[src/core/sac_pkg.sv]
// Constants, register map and state types for the converter control block
// Summary of operation
// - Channel codes 0000 to 0100 route analog inputs 0 to 4 to the converter.
// - Writing 1 to the start bit begins a conversion with current settings.
// - The start bit clears itself when the conversion completes.
// - Writing 0 to the start bit halts the conversion; its result is invalid.
// - The end flag is set when a conversion finishes.
// - Interrupt request is raised while interrupt enable and end flag are both 1.
// - Mode bit 6 picks resolution: 0 gives 12-bit, 1 gives 8-bit.
// - 8-bit result goes to the high byte only; low byte left unchanged.
// - 12-bit result: upper 8 bits to high byte, lower 4 to low bits 7..4.
// - Three-bit time code selects division ratio 1/2^code, from 1/1 to 1/128.
// - 12-bit conversion lasts (52/ratio + 2) thirds of an instruction cycle.
// - 8-bit conversion lasts (32/ratio + 2) thirds of an instruction cycle.
// - First 12-bit conversion after reset or 8-to-12 switch takes double time.
// - Reference generator runs exactly while a conversion is in progress.
// - Reset during a conversion clears the start bit and stops the converter.
package sac_pkg;

  localparam int unsigned ADDR_W = 18;

  // Register indices; byte address is four times the index
  localparam logic [15:0] IDX_CONTROL     = 16'hfe58;
  localparam logic [15:0] IDX_MODE        = 16'hfe59;
  localparam logic [15:0] IDX_RESULT_LOW  = 16'hfe5a;
  localparam logic [15:0] IDX_RESULT_HIGH = 16'hfe5b;

  localparam logic [1:0] SEL_CONTROL     = 2'h0;
  localparam logic [1:0] SEL_MODE        = 2'h1;
  localparam logic [1:0] SEL_RESULT_LOW  = 2'h2;
  localparam logic [1:0] SEL_RESULT_HIGH = 2'h3;

  // Field positions
  localparam int unsigned CTRL_CHAN_LSB = 4;
  localparam int unsigned CTRL_GO_BIT   = 2;
  localparam int unsigned CTRL_DONE_BIT = 1;
  localparam int unsigned CTRL_IE_BIT   = 0;
  localparam int unsigned MODE_RES_BIT  = 6;
  localparam int unsigned MODE_MID_BIT  = 1;
  localparam int unsigned MODE_LOW_BIT  = 0;
  localparam int unsigned LOW_NIB_LSB   = 4;
  localparam int unsigned LOW_TOP_BIT   = 0;

  localparam logic [7:0] REG_RESET = 8'h00;

  // Conversion timing in thirds of an instruction cycle
  localparam logic [15:0] CONV_BASE_12    = 16'h0034;
  localparam logic [15:0] CONV_BASE_8     = 16'h0020;
  localparam logic [15:0] CONV_EXTRA      = 16'h0002;
  localparam logic [15:0] BITS_12         = 16'h000c;
  localparam logic [15:0] BITS_8          = 16'h0008;
  localparam logic [3:0]  STEP_SHIFT_BASE = 4'h2;
  localparam logic [3:0]  MSB_IDX         = 4'hb;
  localparam int unsigned SUBCYC_CLKS_DEF = 1;

  localparam logic [1:0] RESP_OKAY   = 2'h0;
  localparam logic [1:0] RESP_SLVERR = 2'h2;

  typedef enum logic [0:0] {
    SAC_SEQ_IDLE = 1'b0,
    SAC_SEQ_RUN  = 1'b1
  } sac_seq_t;

  typedef struct packed {
    logic                 ref_gen_en;
    logic [3:0]           input_selector;
    logic [11:0]          ladder_selector;
  } sac_analog_t;

  typedef struct packed {
    logic [3:0]           chan_sel;
    logic                 conv_done_flag;
    logic                 conv_irq_enable;
    logic                 resolution_select;
    logic                 time_code_mid;
    logic                 time_code_low;
    logic                 time_code_top;
    logic [3:0]           result_low_nibble;
    logic [7:0]           result_high;
    logic                 need_double;
    sac_seq_t             seq;
    logic                 res8_run;
    logic [3:0]           step_shift;
    logic [15:0]          remain;
    logic [3:0]           bit_idx;
    logic [11:0]          sar;
    logic [7:0]           sub_cnt;
    logic                 aw_held;
    logic [ADDR_W-1:0]    aw_addr;
    logic                 w_held;
    logic [7:0]           w_data;
    logic                 w_lane0;
    logic                 bvalid;
    logic [1:0]           bresp;
    logic                 rvalid;
    logic [7:0]           rdata;
    logic [1:0]           rresp;
  } sac_state_t;

  // need_double starts set so the first 12-bit conversion runs long
  localparam sac_state_t STATE_RST = '{need_double: 1'b1, seq: SAC_SEQ_IDLE, default: '0};

endpackage : sac_pkg

[src/core/sac_adc_ctrl.sv]
// Successive-approximation converter control with AXI4-Lite register access
module sac_adc_ctrl #(
  parameter int unsigned SUBCYC_CLKS = sac_pkg::SUBCYC_CLKS_DEF
) (
  input  wire logic                        aclk,
  input  wire logic                        aresetn,
  input  wire logic [sac_pkg::ADDR_W-1:0]  awaddr,
  input  wire logic [2:0]                  awprot,
  input  wire logic                        awvalid,
  output logic                             awready,
  input  wire logic [31:0]                 wdata,
  input  wire logic [3:0]                  wstrb,
  input  wire logic                        wvalid,
  output logic                             wready,
  output logic [1:0]                       bresp,
  output logic                             bvalid,
  input  wire logic                        bready,
  input  wire logic [sac_pkg::ADDR_W-1:0]  araddr,
  input  wire logic [2:0]                  arprot,
  input  wire logic                        arvalid,
  output logic                             arready,
  output logic [31:0]                      rdata,
  output logic [1:0]                       rresp,
  output logic                             rvalid,
  input  wire logic                        rready,
  input  wire logic                        comp_high,
  output sac_pkg::sac_analog_t             analog,
  output logic                             conv_irq
);

  sac_pkg::sac_state_t s;
  sac_pkg::sac_state_t next_s;

  logic        wr_fire;
  logic        wr_hit;
  logic [1:0]  wr_sel;
  logic        wr_ctrl;
  logic        rd_hit;
  logic [1:0]  rd_sel;
  logic        start;
  logic        abort;
  logic        finish;
  logic        tick;
  logic [11:0] sar_n;
  logic [15:0] rem_n;
  logic [15:0] mask;
  logic [15:0] window;
  logic [7:0]  wd;
  logic [7:0]  ctrl_rd;

  function automatic logic [11:0] onehot(input logic [3:0] idx);
    onehot = 12'h001 << idx;
  endfunction : onehot

  // Returns {hit, select}; low address bits are ignored
  function automatic logic [2:0] decode(input logic [sac_pkg::ADDR_W-1:0] a);
    case (a[sac_pkg::ADDR_W-1:2])
      sac_pkg::IDX_CONTROL:     decode = {1'b1, sac_pkg::SEL_CONTROL};
      sac_pkg::IDX_MODE:        decode = {1'b1, sac_pkg::SEL_MODE};
      sac_pkg::IDX_RESULT_LOW:  decode = {1'b1, sac_pkg::SEL_RESULT_LOW};
      sac_pkg::IDX_RESULT_HIGH: decode = {1'b1, sac_pkg::SEL_RESULT_HIGH};
      default:                  decode = 3'h0;
    endcase
  endfunction : decode

  // Reserved bits read as zero
  function automatic logic [7:0] reg_read(input sac_pkg::sac_state_t st,
                                          input logic [1:0] sel);
    case (sel)
      sac_pkg::SEL_CONTROL:
        reg_read = {st.chan_sel, 1'b0, st.seq == sac_pkg::SAC_SEQ_RUN,
                    st.conv_done_flag, st.conv_irq_enable};
      sac_pkg::SEL_MODE:
        reg_read = {1'b0, st.resolution_select, 4'h0, st.time_code_mid, st.time_code_low};
      sac_pkg::SEL_RESULT_LOW:
        reg_read = {st.result_low_nibble, 3'h0, st.time_code_top};
      default:
        reg_read = st.result_high;
    endcase
  endfunction : reg_read

  function automatic logic [15:0] total_ticks(input logic res8, input logic [2:0] tc,
                                              input logic dbl);
    logic [15:0] t;
    t = ((res8 ? sac_pkg::CONV_BASE_8 : sac_pkg::CONV_BASE_12) << tc)
        + sac_pkg::CONV_EXTRA;
    total_ticks = dbl ? (t << 1) : t;
  endfunction : total_ticks

  localparam logic [7:0] SUB_LAST = 8'(SUBCYC_CLKS - 1);

  assign {wr_hit, wr_sel} = decode(s.aw_addr);
  assign {rd_hit, rd_sel} = decode(araddr);
  assign wr_fire = s.aw_held && s.w_held && !s.bvalid;
  assign wr_ctrl = wr_fire && wr_hit && s.w_lane0 && (wr_sel == sac_pkg::SEL_CONTROL);
  assign wd      = s.w_data;
  // Software view of control, so checks can see the start bit as read
  assign ctrl_rd = reg_read(s, sac_pkg::SEL_CONTROL);

  always_comb begin
    next_s = s;
    start  = 1'b0;
    abort  = 1'b0;
    finish = 1'b0;
    tick   = 1'b0;
    sar_n  = s.sar;
    rem_n  = s.remain;
    mask   = 16'h0000;
    window = 16'h0000;

    if (awvalid && awready) begin
      next_s.aw_held = 1'b1;
      next_s.aw_addr = awaddr;
    end
    if (wvalid && wready) begin
      next_s.w_held  = 1'b1;
      next_s.w_data  = wdata[7:0];
      next_s.w_lane0 = wstrb[0];
    end
    if (s.bvalid && bready) begin
      next_s.bvalid = 1'b0;
    end
    if (s.rvalid && rready) begin
      next_s.rvalid = 1'b0;
    end
    if (arvalid && !s.rvalid) begin
      next_s.rvalid = 1'b1;
      next_s.rdata  = rd_hit ? reg_read(s, rd_sel) : sac_pkg::REG_RESET;
      next_s.rresp  = rd_hit ? sac_pkg::RESP_OKAY : sac_pkg::RESP_SLVERR;
    end

    if (wr_fire) begin
      next_s.aw_held = 1'b0;
      next_s.w_held  = 1'b0;
      next_s.bvalid  = 1'b1;
      next_s.bresp   = wr_hit ? sac_pkg::RESP_OKAY : sac_pkg::RESP_SLVERR;
      if (wr_hit && s.w_lane0) begin
        case (wr_sel)
          sac_pkg::SEL_CONTROL: begin
            next_s.chan_sel        = wd[sac_pkg::CTRL_CHAN_LSB +: 4];
            next_s.conv_irq_enable = wd[sac_pkg::CTRL_IE_BIT];
            // Writing 0 clears the end flag, writing 1 leaves it alone
            if (!wd[sac_pkg::CTRL_DONE_BIT]) begin
              next_s.conv_done_flag = 1'b0;
            end
            if (wd[sac_pkg::CTRL_GO_BIT] && s.seq == sac_pkg::SAC_SEQ_IDLE) begin
              start = 1'b1;
            end
            if (!wd[sac_pkg::CTRL_GO_BIT] && s.seq == sac_pkg::SAC_SEQ_RUN) begin
              abort = 1'b1;
            end
          end
          sac_pkg::SEL_MODE: begin
            next_s.resolution_select = wd[sac_pkg::MODE_RES_BIT];
            next_s.time_code_mid     = wd[sac_pkg::MODE_MID_BIT];
            next_s.time_code_low     = wd[sac_pkg::MODE_LOW_BIT];
            if (s.resolution_select && !wd[sac_pkg::MODE_RES_BIT]) begin
              next_s.need_double = 1'b1;
            end
          end
          sac_pkg::SEL_RESULT_LOW: begin
            next_s.result_low_nibble = wd[sac_pkg::LOW_NIB_LSB +: 4];
            next_s.time_code_top     = wd[sac_pkg::LOW_TOP_BIT];
          end
          default: begin
            next_s.result_high = wd;
          end
        endcase
      end
    end

    case (s.seq)
      sac_pkg::SAC_SEQ_IDLE: begin
        if (start) begin
          next_s.seq        = sac_pkg::SAC_SEQ_RUN;
          next_s.res8_run   = s.resolution_select;
          next_s.remain     = total_ticks(s.resolution_select,
                                          {s.time_code_top, s.time_code_mid, s.time_code_low},
                                          !s.resolution_select && s.need_double);
          next_s.step_shift = {1'b0, s.time_code_top, s.time_code_mid, s.time_code_low}
                              + sac_pkg::STEP_SHIFT_BASE
                              + {3'h0, !s.resolution_select && s.need_double};
          next_s.bit_idx    = sac_pkg::MSB_IDX;
          next_s.sar        = 12'h000;
          next_s.sub_cnt    = 8'h00;
          if (!s.resolution_select) begin
            next_s.need_double = 1'b0;
          end
        end
      end
      sac_pkg::SAC_SEQ_RUN: begin
        if (abort) begin
          // Halted mid-way: results are not touched, the trial code is stale
          next_s.seq = sac_pkg::SAC_SEQ_IDLE;
        end else begin
          tick           = (s.sub_cnt == 8'h00);
          next_s.sub_cnt = (s.sub_cnt == SUB_LAST) ? 8'h00 : s.sub_cnt + 8'h01;
          if (tick) begin
            rem_n         = s.remain - 16'h0001;
            next_s.remain = rem_n;
            mask          = (16'h0001 << s.step_shift) - 16'h0001;
            window        = (s.res8_run ? sac_pkg::BITS_8 : sac_pkg::BITS_12) << s.step_shift;
            // Bits resolve in the tail of the conversion, one per divided step
            if (rem_n < window && (rem_n & mask) == 16'h0000) begin
              if (comp_high) begin
                sar_n = s.sar | onehot(s.bit_idx);
              end
              next_s.sar     = sar_n;
              next_s.bit_idx = s.bit_idx - 4'h1;
            end
            if (rem_n == 16'h0000) begin
              finish                = 1'b1;
              next_s.seq            = sac_pkg::SAC_SEQ_IDLE;
              next_s.conv_done_flag = 1'b1;
              next_s.result_high    = sar_n[11:4];
              if (!s.res8_run) begin
                next_s.result_low_nibble = sar_n[3:0];
              end
            end
          end
        end
      end
      default: begin
        next_s.seq = sac_pkg::SAC_SEQ_IDLE;
      end
    endcase
  end

  // Synchronous reset also stops a conversion in flight
  always_ff @(posedge aclk) begin
    if (!aresetn) begin
      s <= sac_pkg::STATE_RST;
    end else begin
      s <= next_s;
    end
  end

  assign awready = !s.aw_held && !s.bvalid;
  assign wready  = !s.w_held && !s.bvalid;
  assign bvalid  = s.bvalid;
  assign bresp   = s.bresp;
  assign arready = !s.rvalid;
  assign rvalid  = s.rvalid;
  assign rresp   = s.rresp;
  assign rdata   = {24'h00_0000, s.rdata};

  assign analog.ref_gen_en      = (s.seq == sac_pkg::SAC_SEQ_RUN);
  assign analog.input_selector  = s.chan_sel;
  assign analog.ladder_selector = (s.seq == sac_pkg::SAC_SEQ_RUN)
                                  ? (s.sar | onehot(s.bit_idx)) : 12'h000;
  assign conv_irq = s.conv_irq_enable && s.conv_done_flag;

  // Checking helpers: independent length model of a conversion
  logic [31:0] run_len;
  logic [31:0] exp_ticks;

  always_ff @(posedge aclk) begin
    if (!aresetn) begin
      run_len   <= 32'h0000_0000;
      exp_ticks <= 32'h0000_0000;
    end else if (start) begin
      run_len   <= 32'h0000_0000;
      exp_ticks <= ((s.resolution_select ? 32 : 52)
                    * (1 << {s.time_code_top, s.time_code_mid, s.time_code_low}) + 2)
                   * ((!s.resolution_select && s.need_double) ? 2 : 1);
    end else if (s.seq == sac_pkg::SAC_SEQ_RUN) begin
      run_len <= run_len + 32'h0000_0001;
    end
  end
endmodule : sac_adc_ctrl

[config.mk]
export PLATFORM = sky130hd
export DESIGN_NAME = sac_adc_ctrl
export DESIGN_NICKNAME = d
export VERILOG_FILES = /design/src/core/sac_pkg.sv /design/src/core/sac_adc_ctrl.sv
export SDC_FILE = /design/constraint.sdc
export NUM_CORES = 1
export LEC_CHECK = 0
export ABC_AREA = 1
export BUFFER_PORTS_ARGS = -buffer_cell sky130_fd_sc_hd__buf_4
export CAP_MARGIN = 20
export CELL_PAD_IN_SITES_DETAIL_PLACEMENT = 0
export CELL_PAD_IN_SITES_GLOBAL_PLACEMENT = 1
export CORE_MARGIN = 2
export CORE_UTILIZATION = 36
export CTS_BUF_LIST = sky130_fd_sc_hd__clkbuf_8
export DETAILED_ROUTE_END_ITERATION = 16
export PLACE_DENSITY = 0.84
export SETUP_SLACK_MARGIN = 0.2
export SLEW_MARGIN = 40
export SYNTH_ARGS = -nofsm -noshare
export SYNTH_HDL_FRONTEND = slang
export SYNTH_SLANG_ARGS = --single-unit
export TNS_END_PERCENT = 30
[constraint.sdc]
create_clock -name aclk -period 2.54 [get_ports aclk]
set_input_delay 0 -clock aclk [delete_from_list [all_inputs] [get_ports aclk]]
set_output_delay 0 -clock aclk [all_outputs]
set_load 0.005 [all_outputs]
==> flow_metrics.tcl <==
set metrics [dict create \
    drt_iter0_markers 424 \
    grtUsageTotal 0.206 \
    slowest_stage "dfxtp_4" \
    diodes 0 \
    nNetsFinal 1324 \
    critical_path_peak_fanout 6 \
    initial_core_util 0.369 \
    synthesis.area_um2 6920 \
    crit_arrival_ns 2.93 \
    rows 50 \
    cts_tree "done" \
    dr.pass1.iters 5 \
    fin_crit_sh 1.02 \
    path_common_cell "nand2_2" \
    p_sw_mw 0.845 \
    rsz0062_at_grt "true" \
    clkSinkCount 108 \
    drv_cap 0 \
    p_leak_nw 3.90 \
    die-width_um 143 \
    r2r_cells 19 \
    crit-reg2reg-launch "s[70]$_SDFFE_PN0P_" \
    path_clk_slew_ns 0.11 \
    violations "negative setup slack" \
    totalWireLength_um 21100 \
    grt_max_degree 47 \
    ir_worst_vdd_mv 0.291 \
    cp-start-kind "register" \
    rrSetupSlack_ns -0.06 \
    die_area_um2 20400 \
    gp_congestion 0.878 \
    slew_violations 0 \
    portBuffers 81 \
    max_slew_margin 0.558 \
    syn_to_final_growth_pct 28.6 \
    combPwrFrac 0.093 \
    finalSetupViolCount 25 \
    antenna_found_initial 0 \
    grt_pass1_vias 6586 \
    min_to "wd[7]$_SDFFE_PN0P_" \
    drive_gt1_frac 0.226 \
    dpl.hpwl_um 15700 \
    hp-start "wdata[7]" \
    max_freq_mhz 385 \
    drcViolationCount 0 \
    layout.cells.non_filler 1451 \
    fin_ws_ns -0.0552 \
    io_pins 145 \
    seq_area_um2 2180 \
    grt_first_pass_wirelength_um 33100 \
    synth_seq_cells 108 \
    clockPowerShare 0.338 \
    worst_pin_slew_ns 0.662 \
    worstPathCellList "nor2_4, nand2_2, nor2_4, buf_6, nand2_2, nand2_2, nand2_2, ha_4, nand2_1, inv_1, o21bai_1, nand3_1, a21oi_2, nand4_1, buf_6, nand2_8, buf_6, nand3_2, a21oi_2" \
    seqPwrFrac 0.569 \
    fillers 1929 \
    yosys_warnings 0 \
    cp_top_family "simple AND/OR/NAND/NOR gates" \
    wire_per_inst_um 14.6 \
    post-place-cells 1398 \
    tns_ns -0.590 \
    syn-mean-instance-area_um2 6.48 \
    cp.required_ns 2.88 \
    worst_setup_path_end_kind "register" \
    hp-class "input port to register" \
    status "finished, violations left" \
    power_density_nw_per_um2 348 \
    numCtsBuffers 9 \
    placed_area_um2 7980 \
    p_int_mw 2.25 \
    dieHeight_um 143 \
    timing.hold.ws_ns 0.0135 \
    dr_total_vias 7225 \
    vias_per_cell 4.98 \
    cpPeakStageDelay_ns 0.39 \
    drt.antenna.violating_nets 0 \
    swShare 0.273 \
    holdPathStages 3 \
    core-area_um2 18800 \
    clk_latency_ns 0.40 \
    worstSetupPathType "register to register" \
    finClkSkew_ns 0.00902 \
    syn_inst 1068 \
    hold_viol_final 0 \
    clock-root-buffer "clkbuf_8" \
    cp_num_buf_inv 4 \
    r2r_end "s[58]$_SDFFE_PN0P_" \
    htree_levels 3 \
    cts_buffer_depth 2 \
    yosysUniqueCellTypes 49 \
    period_minus_slack_ns 2.60 \
    final_util 0.474 \
    seq_area_frac_synth 0.312 \
    multi_input_area_um2 4240 \
    design_area_um2 8900 \
    overflow 0 \
]
worst min-delay path, delay by kind of cell:
family                 cells  cell delay (ns)
AO/OA/AOI/OAI              2             0.30
buffers and inverters      1             0.08
power by group through the flow:
stage | clock [mW] | sequential (mW) | combinational (mW)
2_1_floorplan | 0 | 1.80 | 0.172
3_3_place_gp | 0 | 1.81 | 0.252
3_5_place_dp | 0 | 1.81 | 0.255
4_1_cts | 1.08 | 1.77 | 0.287
5_1_grt | 1.14 | 1.77 | 0.320
6_report | 1.05 | 1.76 | 0.288
sequential cells by signal, indices dropped and copies added, names as in the netlist:
| register | cells |
|---|---|
| s | 81 |
| rdata | 8 |
| wd | 8 |
| analog | 5 |
| ctrl_rd | 2 |
| bresp | 1 |
| bvalid | 1 |
| rresp | 1 |
| rvalid | 1 |
timing repair:
item | CTS | global route
setup buffers | 3 | 5
gates cloned | 3 | 0
pin swaps | 26 | 28
endpoints found under the hold margin | 33 | 0
gates resized for setup | 42 | 48
endpoints found under the setup margin | 28 | 51
hold buffers | 26 | 0
how the worst max path moves through the flow:
| stage | start | to | slack [ns] | cells after the start |
|---|---|---|---|---|
| floorplan | s[69]$_SDFFE_PN0P_ | s[65]$_SDFFE_PN0P_ | 0.20 | 18 |
| global placement | s[69]$_SDFFE_PN0P_ | s[65]$_SDFFE_PN0P_ | -0.07 | 18 |
| detailed placement | s[69]$_SDFFE_PN0P_ | s[65]$_SDFFE_PN0P_ | -0.11 | 18 |
| CTS | s[68]$_SDFFE_PN0P_ | s[101]$_SDFF_PN0_ | 0.008 | 18 |
| global route | s[70]$_SDFFE_PN0P_ | s[64]$_SDFFE_PN0P_ | -0.22 | 19 |
| finish | s[70]$_SDFFE_PN0P_ | s[58]$_SDFFE_PN0P_ | -0.06 | 19 |
area by class of cell:
class / count / area share
tap: 234 / 0.0329
clock buffer: 10 / 0.0155
sequential: 108 / 0.245
multi-input combinational: 772 / 0.476
clock inverter: 6 / 0.00492
inverter: 135 / 0.0572
timing repair buffer: 186 / 0.169
layout by cell type (no fill, tap or decap), types with 7 or more instances in the layout:
| cell | netlist | final |
|---|---|---|
| ha_4 | 0 | 9 |
| nor2_4 | 3 | 9 |
| nand2_1 | 194 | 178 |
| nand2_2 | 9 | 19 |
| inv_1 | 129 | 127 |
| nor3_1 | 23 | 19 |
| a21oi_1 | 105 | 93 |
| o21ai_0 | 89 | 87 |
| nand3_2 | 3 | 8 |
| ha_1 | 26 | 17 |
| buf_4 | 41 | 151 |
| nand3_1 | 65 | 59 |
| clkbuf_8 | 1 | 10 |
| a21oi_2 | 2 | 13 |
| conb_1 | 1 | 26 |
| nand4_1 | 19 | 19 |
| o22ai_1 | 7 | 7 |
| buf_6 | 3 | 8 |
| dfxtp_1 | 108 | 101 |
| nor2_1 | 140 | 137 |
| nand3b_1 | 13 | 13 |
| dlygate4sd3_1 | 0 | 26 |
cells in the mapped netlist (all sizes together):
| cell type | n | area [um^2] |
|---|---|---|
| nor3 | 24 | 131 |
| o21ai | 90 | 450 |
| xnor2 | 1 | 8.76 |
| a31oi | 4 | 25.0 |
| and3 | 1 | 6.26 |
| o22ai | 7 | 43.8 |
| conb | 1 | 3.75 |
| nand3b | 14 | 109 |
| o211ai | 3 | 22.5 |
| a211oi | 3 | 22.5 |
| clkbuf | 25 | 105 |
| nand3 | 68 | 355 |
| o21bai | 2 | 15.0 |
| and2 | 2 | 16.3 |
| or2 | 3 | 18.8 |
| nor4 | 4 | 31.3 |
| ha | 26 | 325 |
| xor2 | 5 | 43.8 |
| mux2i | 2 | 20.0 |
| nand2 | 204 | 796 |
| inv | 132 | 495 |
| nor3b | 1 | 7.51 |
| a22oi | 1 | 7.51 |
| a211o | 1 | 8.76 |
| dfxtp | 108 | 2160 |
| nor2 | 150 | 603 |
| nand4 | 19 | 119 |
| a21oi | 107 | 543 |
| buf | 53 | 385 |
| a22o | 1 | 8.76 |
| o21a | 3 | 22.5 |
| clkinv | 3 | 11.3 |
cell families (layout without fill, tap and decap cells):
kind of cell | after synthesis | after routing | synth area share
buffers and inverters | 213 | 337 | 0.144
adder cells (fa/ha/maj) | 26 | 26 | 0.0470
flip-flops | 108 | 108 | 0.312
other | 1 | 26 | 0.000542
AO/OA/AOI/OAI | 222 | 222 | 0.169
multiplexers | 2 | 2 | 0.00289
AND/OR/NAND/NOR | 490 | 490 | 0.317
XOR/XNOR | 6 | 6 | 0.00759
metal layers:
metal,wire length [um],vias to the layer above,global-route usage
li1,-,3693,-
met1,10200,3340,0.282
met2,9670,171,0.342
met3,911,21,0.0292
met4,327,0,0.0500
met5,0,-,0
per-stage QoR:
step           power [mW]  setup slack (ns)
2_1_floorplan        1.97             0.203
3_3_place_gp         2.06           -0.0691
3_5_place_dp         2.06            -0.107
4_1_cts              3.13           0.00815
5_1_grt              3.23            -0.221
6_report             3.10           -0.0552
No activity file was read; power rests on OpenSTA's default activity.
